## src/spif_regs.vh

```
`ifndef SPIF_REGS_VH
`define SPIF_REGS_VH

// Control byte field positions
`define SPIF_BSB_HI        7
`define SPIF_BSB_LO        3
`define SPIF_RWB_BIT       2
`define SPIF_OM_HI         1
`define SPIF_OM_LO         0

// Read/write bit encoding
`define SPIF_RWB_READ      1'b0
`define SPIF_RWB_WRITE     1'b1

// Operation mode encodings
`define SPIF_OM_VAR        2'b00
`define SPIF_OM_FIX1       2'b01
`define SPIF_OM_FIX2       2'b10
`define SPIF_OM_FIX4       2'b11

// Fixed data lengths in bytes
`define SPIF_LEN_1         3'h1
`define SPIF_LEN_2         3'h2
`define SPIF_LEN_4         3'h4

// Block select: common block, and per-socket sub-block code in bits 1:0
`define SPIF_BSB_COMMON    5'h00
`define SPIF_SUB_RSVD      2'h0
`define SPIF_SUB_REG       2'h1
`define SPIF_SUB_TXBUF     2'h2
`define SPIF_SUB_RXBUF     2'h3

// Reset values
`define SPIF_ADDR_RST      16'h0000
`define SPIF_CTRL_RST      8'h00
`define SPIF_MISO_IDLE     1'b0

`endif

```

## src/spif_frame.v

```verilog
`timescale 1ns/1ps
`default_nettype none

`include "spif_regs.vh"

// Overview of operation
// - Acts only as SPI slave on chip select, clock, data in and data out.
// - Supports clock modes 0 and 3 only.
// - Samples incoming data on rising clock edge, changes outgoing data on falling edge.
// - Bytes on both data lines go most significant bit first.
// - Modes 0 and 3 differ only in idle clock level; mode 0 idles low.
// - Frame is 16-bit offset, then 8-bit control, then one or more data bytes.
// - Offset arrives high-order bit first, upper byte before lower byte.
// - Control bits 7:3 select block, bit 2 is read/write, bits 1:0 mode.
// - Block 0 is common; 4n+1, 4n+2, 4n+3 are socket regs, tx, rx buffers.
// - Data phase is any count of bytes, or exactly one, two or four.
// - Multi-byte access starts at the offset and increments by one per byte.
// - Chip select fall starts address phase; rise ends the data phase.
// - Read/write bit clear means read, set means write.
// - Mode field 00 selects variable length bounded by chip select.
module spif_frame (
    // Clock and reset
    input  wire        clk_sys,
    input  wire        nrst,
    // SPI pins to and from the host
    input  wire        chip_select_n,
    input  wire        spi_sclk,
    input  wire        spi_mosi,
    output reg         spi_miso_o,
    output reg         spi_miso_oe_n,
    // Byte access to the internal stores
    output reg  [15:0] mem_addr,
    output reg  [4:0]  mem_block,
    output reg         mem_wr,
    output reg  [7:0]  mem_wdata,
    output reg         mem_rd,
    input  wire [7:0]  mem_rdata,
    // Decoded block of the current frame
    output reg         blk_common,
    output reg         blk_socket_reg,
    output reg         blk_tx_buf,
    output reg         blk_rx_buf,
    output reg         blk_reserved,
    output reg  [2:0]  blk_socket,
    // Frame status
    output wire        frame_active,
    output wire        data_phase,
    output reg         fixed_length_mode
);

    localparam ST_ADDR_HI = 2'h0;
    localparam ST_ADDR_LO = 2'h1;
    localparam ST_CTRL    = 2'h2;
    localparam ST_DATA    = 2'h3;

    wire [2:0] pins_s;
    wire       cs_n_s;
    wire       sclk_s;
    wire       mosi_s;

    reg        sclk_d_r;
    reg        cs_n_d_r;
    reg  [1:0] state_r;
    reg  [2:0] bit_cnt_r;
    reg  [6:0] rx_sh_r;
    reg  [7:0] tx_sh_r;
    reg  [15:0] addr_r;
    reg        rwb_r;
    reg  [1:0] om_r;
    reg  [2:0] byte_cnt_r;
    reg        rd_dly_r;

    wire       sclk_rise;
    wire       sclk_fall;
    wire       cs_fall;
    wire       byte_done;
    wire [7:0] rx_byte;
    reg  [2:0] fix_len;

    // Every pin crosses into clk_sys before use; the link clock is just sampled
    // Select resets to its idle high level, so reset neither fakes a select edge nor drives data out
    spif_sync #(
        .WIDTH   (3),
        .RST_VAL (3'h4)
    ) u_sync (
        .clk_sys  (clk_sys),
        .nrst     (nrst),
        .async_in ({chip_select_n, spi_sclk, spi_mosi}),
        .sync_out (pins_s)
    );

    assign cs_n_s = pins_s[2];
    assign sclk_s = pins_s[1];
    assign mosi_s = pins_s[0];

    // Mode 0 and 3 both sample on rise and drive on fall, so idle level is ignored
    assign sclk_rise = ~cs_n_s & sclk_s & ~sclk_d_r;
    assign sclk_fall = ~cs_n_s & ~sclk_s & sclk_d_r;
    assign cs_fall   = cs_n_d_r & ~cs_n_s;
    assign byte_done = sclk_rise & (bit_cnt_r == 3'h7);
    assign rx_byte   = {rx_sh_r, mosi_s};

    assign frame_active = ~cs_n_s;
    assign data_phase   = (state_r == ST_DATA);

    always @*
    begin
        case (om_r)
            `SPIF_OM_FIX1: fix_len = `SPIF_LEN_1;
            `SPIF_OM_FIX2: fix_len = `SPIF_LEN_2;
            `SPIF_OM_FIX4: fix_len = `SPIF_LEN_4;
            default:       fix_len = `SPIF_LEN_1;
        endcase
    end

    // Frame sequencer
    always @(posedge clk_sys or negedge nrst)
    begin
        if (!nrst)
        begin
            sclk_d_r          <= 1'b0;
            cs_n_d_r          <= 1'b1;
            state_r           <= ST_ADDR_HI;
            bit_cnt_r         <= 3'h0;
            rx_sh_r           <= 7'h00;
            addr_r            <= `SPIF_ADDR_RST;
            rwb_r             <= `SPIF_RWB_READ;
            om_r              <= `SPIF_OM_VAR;
            byte_cnt_r        <= 3'h0;
            fixed_length_mode <= 1'b0;
            mem_addr          <= `SPIF_ADDR_RST;
            mem_block         <= 5'h00;
            mem_wr            <= 1'b0;
            mem_wdata         <= 8'h00;
            mem_rd            <= 1'b0;
        end
        else
        begin
            sclk_d_r <= sclk_s;
            cs_n_d_r <= cs_n_s;
            mem_wr   <= 1'b0;
            mem_rd   <= 1'b0;
            if (cs_n_s || cs_fall)
            begin
                // Deselect ends any frame; the select edge starts a fresh one
                state_r    <= ST_ADDR_HI;
                bit_cnt_r  <= 3'h0;
                byte_cnt_r <= 3'h0;
            end
            else if (sclk_rise)
            begin
                bit_cnt_r <= bit_cnt_r + 3'h1;
                rx_sh_r   <= rx_byte[6:0];
                if (byte_done)
                begin
                    case (state_r)
                        ST_ADDR_HI:
                        begin
                            addr_r[15:8] <= rx_byte;
                            state_r      <= ST_ADDR_LO;
                        end
                        ST_ADDR_LO:
                        begin
                            addr_r[7:0] <= rx_byte;
                            state_r     <= ST_CTRL;
                        end
                        ST_CTRL:
                        begin
                            mem_block         <= rx_byte[`SPIF_BSB_HI:`SPIF_BSB_LO];
                            rwb_r             <= rx_byte[`SPIF_RWB_BIT];
                            om_r              <= rx_byte[`SPIF_OM_HI:`SPIF_OM_LO];
                            fixed_length_mode <= (rx_byte[`SPIF_OM_HI:`SPIF_OM_LO] != `SPIF_OM_VAR);
                            byte_cnt_r        <= 3'h0;
                            state_r           <= ST_DATA;
                            mem_addr          <= addr_r;
                            // Prefetch the first byte so it is ready by the next falling edge
                            mem_rd <= (rx_byte[`SPIF_RWB_BIT] == `SPIF_RWB_READ);
                        end
                        ST_DATA:
                        begin
                            addr_r <= addr_r + 16'h0001;
                            if (rwb_r == `SPIF_RWB_WRITE)
                            begin
                                mem_addr  <= addr_r;
                                mem_wdata <= rx_byte;
                                mem_wr    <= 1'b1;
                            end
                            else
                            begin
                                mem_addr <= addr_r + 16'h0001;
                                mem_rd   <= 1'b1;
                            end
                            if (om_r != `SPIF_OM_VAR)
                            begin
                                if (byte_cnt_r + 3'h1 == fix_len)
                                begin
                                    // Chip select need not rise here, so the count closes the frame
                                    state_r    <= ST_ADDR_HI;
                                    byte_cnt_r <= 3'h0;
                                    mem_rd     <= 1'b0;
                                end
                                else
                                begin
                                    byte_cnt_r <= byte_cnt_r + 3'h1;
                                end
                            end
                        end
                        default:
                        begin
                            state_r <= ST_ADDR_HI;
                        end
                    endcase
                end
            end
        end
    end

    // Block decode, socket n uses codes 4n+1..4n+3
    always @(posedge clk_sys or negedge nrst)
    begin
        if (!nrst)
        begin
            blk_common     <= 1'b0;
            blk_socket_reg <= 1'b0;
            blk_tx_buf     <= 1'b0;
            blk_rx_buf     <= 1'b0;
            blk_reserved   <= 1'b0;
            blk_socket     <= 3'h0;
        end
        else
        begin
            blk_common     <= (mem_block == `SPIF_BSB_COMMON);
            blk_socket_reg <= (mem_block[1:0] == `SPIF_SUB_REG);
            blk_tx_buf     <= (mem_block[1:0] == `SPIF_SUB_TXBUF);
            blk_rx_buf     <= (mem_block[1:0] == `SPIF_SUB_RXBUF);
            blk_reserved   <= (mem_block[1:0] == `SPIF_SUB_RSVD) && (mem_block != `SPIF_BSB_COMMON);
            blk_socket     <= mem_block[4:2];
        end
    end

    // Read data path: load one cycle after the fetch, shift on falling edges
    always @(posedge clk_sys or negedge nrst)
    begin
        if (!nrst)
        begin
            rd_dly_r      <= 1'b0;
            tx_sh_r       <= 8'h00;
            spi_miso_o    <= `SPIF_MISO_IDLE;
            spi_miso_oe_n <= 1'b1;
        end
        else
        begin
            rd_dly_r <= mem_rd;
            // Release the line when deselected so other slaves may share it
            spi_miso_oe_n <= cs_n_s;
            if (cs_n_s)
            begin
                tx_sh_r    <= 8'h00;
                spi_miso_o <= `SPIF_MISO_IDLE;
            end
            else if (rd_dly_r)
            begin
                tx_sh_r <= mem_rdata;
            end
            else if (sclk_fall)
            begin
                if (state_r == ST_DATA && rwb_r == `SPIF_RWB_READ)
                begin
                    spi_miso_o <= tx_sh_r[7];
                    tx_sh_r    <= {tx_sh_r[6:0], 1'b0};
                end
                else
                begin
                    spi_miso_o <= `SPIF_MISO_IDLE;
                end
            end
        end
    end

endmodule

`default_nettype wire

```

## src/spif_sync.v

```verilog
`timescale 1ns/1ps
`default_nettype none

// Two-flop synchroniser; only the second stage is visible outside
module spif_sync #(
    parameter             WIDTH   = 1,
    // Reset value of both stages; each bit should match its pin's idle level
    parameter [WIDTH-1:0] RST_VAL = {WIDTH{1'b0}}
) (
    // Clock and reset
    input  wire             clk_sys,
    input  wire             nrst,
    // Asynchronous input and its synchronised copy
    input  wire [WIDTH-1:0] async_in,
    output reg  [WIDTH-1:0] sync_out
);

    reg [WIDTH-1:0] meta_r;

    always @(posedge clk_sys or negedge nrst)
    begin
        if (!nrst)
        begin
            meta_r   <= RST_VAL;
            sync_out <= RST_VAL;
        end
        else
        begin
            meta_r   <= async_in;
            sync_out <= meta_r;
        end
    end

endmodule

`default_nettype wire

```

## config.mk

```make
export PLATFORM = sky130hd
export DESIGN_NAME = spif_frame
export DESIGN_NICKNAME = d
export VERILOG_FILES = /design/src/spif_frame.v /design/src/spif_sync.v
export VERILOG_INCLUDE_DIRS = /design/src /design/src/src
export SDC_FILE = /design/constraint.sdc
export NUM_CORES = 1
export LEC_CHECK = 0
export BUFFER_PORTS_ARGS = -buffer_cell sky130_fd_sc_hd__buf_2
export CORE_MARGIN = 2
export CORE_UTILIZATION = 60
export CTS_BUF_LIST = sky130_fd_sc_hd__clkbuf_8
export DETAILED_ROUTE_END_ITERATION = 8
export PLACE_DENSITY_LB_ADDON = 0.1
export SLEW_MARGIN = 20
export SYNTH_ARGS = -nofsm -noshare
export SYNTH_HDL_FRONTEND = slang
export SYNTH_SLANG_ARGS = --single-unit
```

## constraint.sdc

```tcl
create_clock -name clk_sys -period 3.85 [get_ports clk_sys]
set_input_delay 0.385 -clock clk_sys [delete_from_list [all_inputs] [get_ports clk_sys]]
set_output_delay 0.385 -clock clk_sys [all_outputs]
set_load 0.005 [all_outputs]
```

==> results.py <==
metrics = {
    "status": {
        "status": "finished, final reports clean",
    },
    "critical_path": {
        "r2r_start": "state_r[1]$_DFFE_PN0P_",
        "ff2ff_path_depth": 4,
        "cpPeakStageDelay_ns": 0.75,
        "cp_num_buf_inv": 0,
        "crit_family": "simple AND/OR/NAND/NOR gates",
        "crit_fanout": 27,
        "end_kind": "flip-flop",
        "crit_slowest_cell": "ha_1",
        "crit_cells": 4,
        "cp.required_ns": 4.13,
        "crit_path_start_kind": "flip-flop",
        "ff2ff_setup_slack_ns": 1.20,
        "criticalPathCategory": "reg2reg",
        "cp-startpoint": "state_r[1]$_DFFE_PN0P_",
        "cp-endpoint": "mem_addr[15]$_DFFE_PN0P_",
        "cp.arrival_ns": 2.92,
        "rr_endpoint": "mem_addr[15]$_DFFE_PN0P_",
        "path_cells": "ha_1 -> nand2b_1 -> or4b_2 -> a31oi_1",
    },
    "synthesis": {
        "yosys_warnings": 0,
        "synthAdderAreaFrac_pct": 2.29,
        "yosysSeqAreaShare_pct": 52.8,
        "synthMuxAreaShare_pct": 6.65,
        "synthSimpleGateAreaFrac_pct": 18.6,
        "synth_seq_cells": 92,
        "synthCells": 423,
        "synthFlopType": "dfrtp_1",
        "syn_nets": 444,
        "synthXorXnorAreaFrac_pct": 2.61,
        "yosys.cell_types.count": 57,
        "syn_area_um2": 4370,
        "synth_top_family_by_area": "simple AND/OR/NAND/NOR gates",
        "avgSynthCellArea_um2": 10.3,
        "synth-compound-area-share_pct": 13.8,
        "synth-edff-count": 0,
        "async_reset_ff_share_pct": 100,
    },
    "grt": {
        "grt_usage_pct": 25.0,
        "overflow": 0,
        "grt_pass1_vias": 3097,
        "grt_max_degree": 93,
        "grt_pass1_wl_um": 15200,
        "antenna_found_initial": 0,
    },
    "pwr": {
        "power_density_nw_per_um2": 370,
        "p_leak_nw": 2.30,
        "ir_drop_mv": 0.307,
    },
    "placement": {
        "portBuffers": 56,
        "place_ws_ns": 1.18,
        "globalplace.congestion": 0.882,
        "dp_hpwl_um": 6470,
    },
    "timing": {
        "fmax_mhz": 378,
        "grt_setup_unrepaired": "false",
        "setup_viol": 0,
        "worst_clock_skew_ns": 0.0135,
        "slew-limit-headroom_pct": 41.8,
        "finalHoldViolCount": 0,
        "whs_ns": 0.0771,
        "worst_slew_pin_slew_ns": 0.874,
        "setup_slack_ns": 1.20,
        "period_minus_slack_ns": 2.65,
        "setup_tns_ns": 0,
        "fin_crit_sh_pct": 68.7,
        "slew_violations": 0,
    },
    "clock_tree": {
        "clkLatencyLatePin_ns": 0.36,
        "clock_sinks": 92,
        "clkSlewWorstSetupHoldPaths_ns": 0.08,
        "cts_buffers": 9,
        "post_cts_buffers": 0,
        "cts.path.max_buffers": 2,
        "post_cts_resized": 0,
        "cts_hold_buf": 0,
        "tritoncts": "done",
        "clk_root_buffer_cell": "clkbuf_8",
        "htreeDepth": 3,
    },
    "final_layout": {
        "final_layout_size_suffix_gt1_share_pct": 21.0,
        "fill_cells": 588,
        "top_regs": "addr_r x16, mem_addr x16",
        "diodes": 0,
        "synthToLayoutAreaGrowth_pct": 12.9,
        "layout_commonest_cell": "dfrtp_1",
        "layout_common_cells": "dfrtp_1 (89), nand2_1 (58), buf_2 (55)",
        "final_nets": 487,
    },
    "run": {
        "cap_violations": 0,
    },
    "route": {
        "dr.pass1.iters": 5,
        "drc": 0,
        "vias": 3401,
        "antenna_left": 0,
        "vias_per_cell": 5.97,
        "drt_first_iter_violations": 255,
        "avgRoutedWirePerCell_um": 16.8,
        "drt_wl_total_um": 9570,
    },
    "floorplan": {
        "rows": 31,
        "core_area_um2": 7140,
        "num_io_pins": 57,
        "start_util_pct": 61.2,
        "die_area_um2": 7970,
        "die_x_um": 89.3,
        "die_h_um": 89.3,
    },
    "hold_path": {
        "hp-class": "in2async",
    },
}
[cell type report]
type                       instances  area, um^2  area share, %
tap                               99         124           2.51
clock buffer                       9         124           2.51
inverter                          10        37.5          0.761
multi-input combinational        294        1920           38.9
sequential                        92        2310           46.8
timing repair buffer              59         309           6.27
clock inverter                     7         110           2.23
[logic make-up (layout without fill, tap and decap cells)]
family,count (synthesis),after routing
multiplexers,27,27
flip-flops,92,92
AO/OA/AOI/OAI,89,89
XOR/XNOR,13,13
buffers and inverters,37,85
AND/OR/NAND/NOR,157,157
adder cells (fa/ha/maj),8,8
[per-layer routing]
metal | track usage, % | part of all wire, % | vias to the layer above
met4 | 7.19 | 1.5 | 0
li1 | - | - | 1623
met5 | 0 | 0 | -
met3 | 5.54 | 6.1 | 13
met2 | 40.3 | 49 | 117
met1 | 34.3 | 44 | 1648
[worst reg2reg max path: cells and delay by family (launching register included)]
family	cells	cell delay (ns)
AOI/OAI and AO/OA	1	0.18
adders and majority gates	1	0.75
and+or+nand+nor	2	1.25
DFF	1	0.40
[Yosys cell counts (3+ instances only)]
master	number	area share [%]
a32oi_1	3	0.60
nor2b_1	4	0.57
o41ai_1	3	0.60
clkbuf_1	26	2.2
o311ai_0	3	0.60
nor3b_1	3	0.52
ha_1	8	2.3
nor4_1	10	1.4
mux2i_1	11	2.5
o31ai_1	11	1.9
or2_2	3	0.43
a21oi_1	7	0.80
inv_1	9	0.77
mux2_2	16	4.1
a22oi_1	3	0.52
a211o_1	3	0.60
a31oi_1	5	0.72
or4_1	3	0.52
o21ai_0	29	3.3
nor3_1	7	0.80
and2_1	4	0.57
nand4_1	8	1.1
nand2_1	58	5.0
nand3_1	13	1.5
nor2_1	17	1.5
or3_1	9	1.3
nand2b_1	6	0.86
xnor2_1	6	1.2
xor2_1	7	1.4
dfrtp_1	89	51
dfstp_2	3	1.8
[worst min path at each step]
stage          slack [ns]  cells after the start                      endpoint                       start
6_report             0.08                      1       mem_addr[7]$_DFFE_PN0P_                        nrst
5_1_grt              0.11                      1    u_sync.meta_r[2]$_DFF_PN1_               chip_select_n
2_1_floorplan        0.09                      0         addr_r[0]$_DFFE_PN0P_                        nrst
4_1_cts              0.11                      1    u_sync.meta_r[2]$_DFF_PN1_               chip_select_n
3_5_place_dp         0.34                      0  u_sync.sync_out[1]$_DFF_PN0_  u_sync.meta_r[1]$_DFF_PN0_
3_3_place_gp         0.33                      0  u_sync.sync_out[0]$_DFF_PN0_  u_sync.meta_r[0]$_DFF_PN0_
[report_power, final]
| part | leakage, nW | total [mW] | switching [mW] | internal, mW |
|---|---|---|---|---|
| Sequential | 1.25 | 1.02 | 0.0352 | 0.984 |
| Clock | 0.128 | 0.750 | 0.323 | 0.427 |
| Combinational | 0.915 | 0.0543 | 0.0376 | 0.0166 |
[stage by stage]
step | utilization (%) | cells | power (mW) | instance area [um^2]
final | 69.1 | 570 | 1.82 | 4930
after global routing | 69.1 | 570 | 1.89 | 4930
after CTS | 69.0 | 570 | 1.84 | 4930
after detailed placement | 65.7 | 554 | 1.09 | 4690
after global placement | 65.7 | 554 | 1.09 | 4690
after floorplan | - | 423 | 1.05 | 4370
Power figures use the tool's default switching activity.
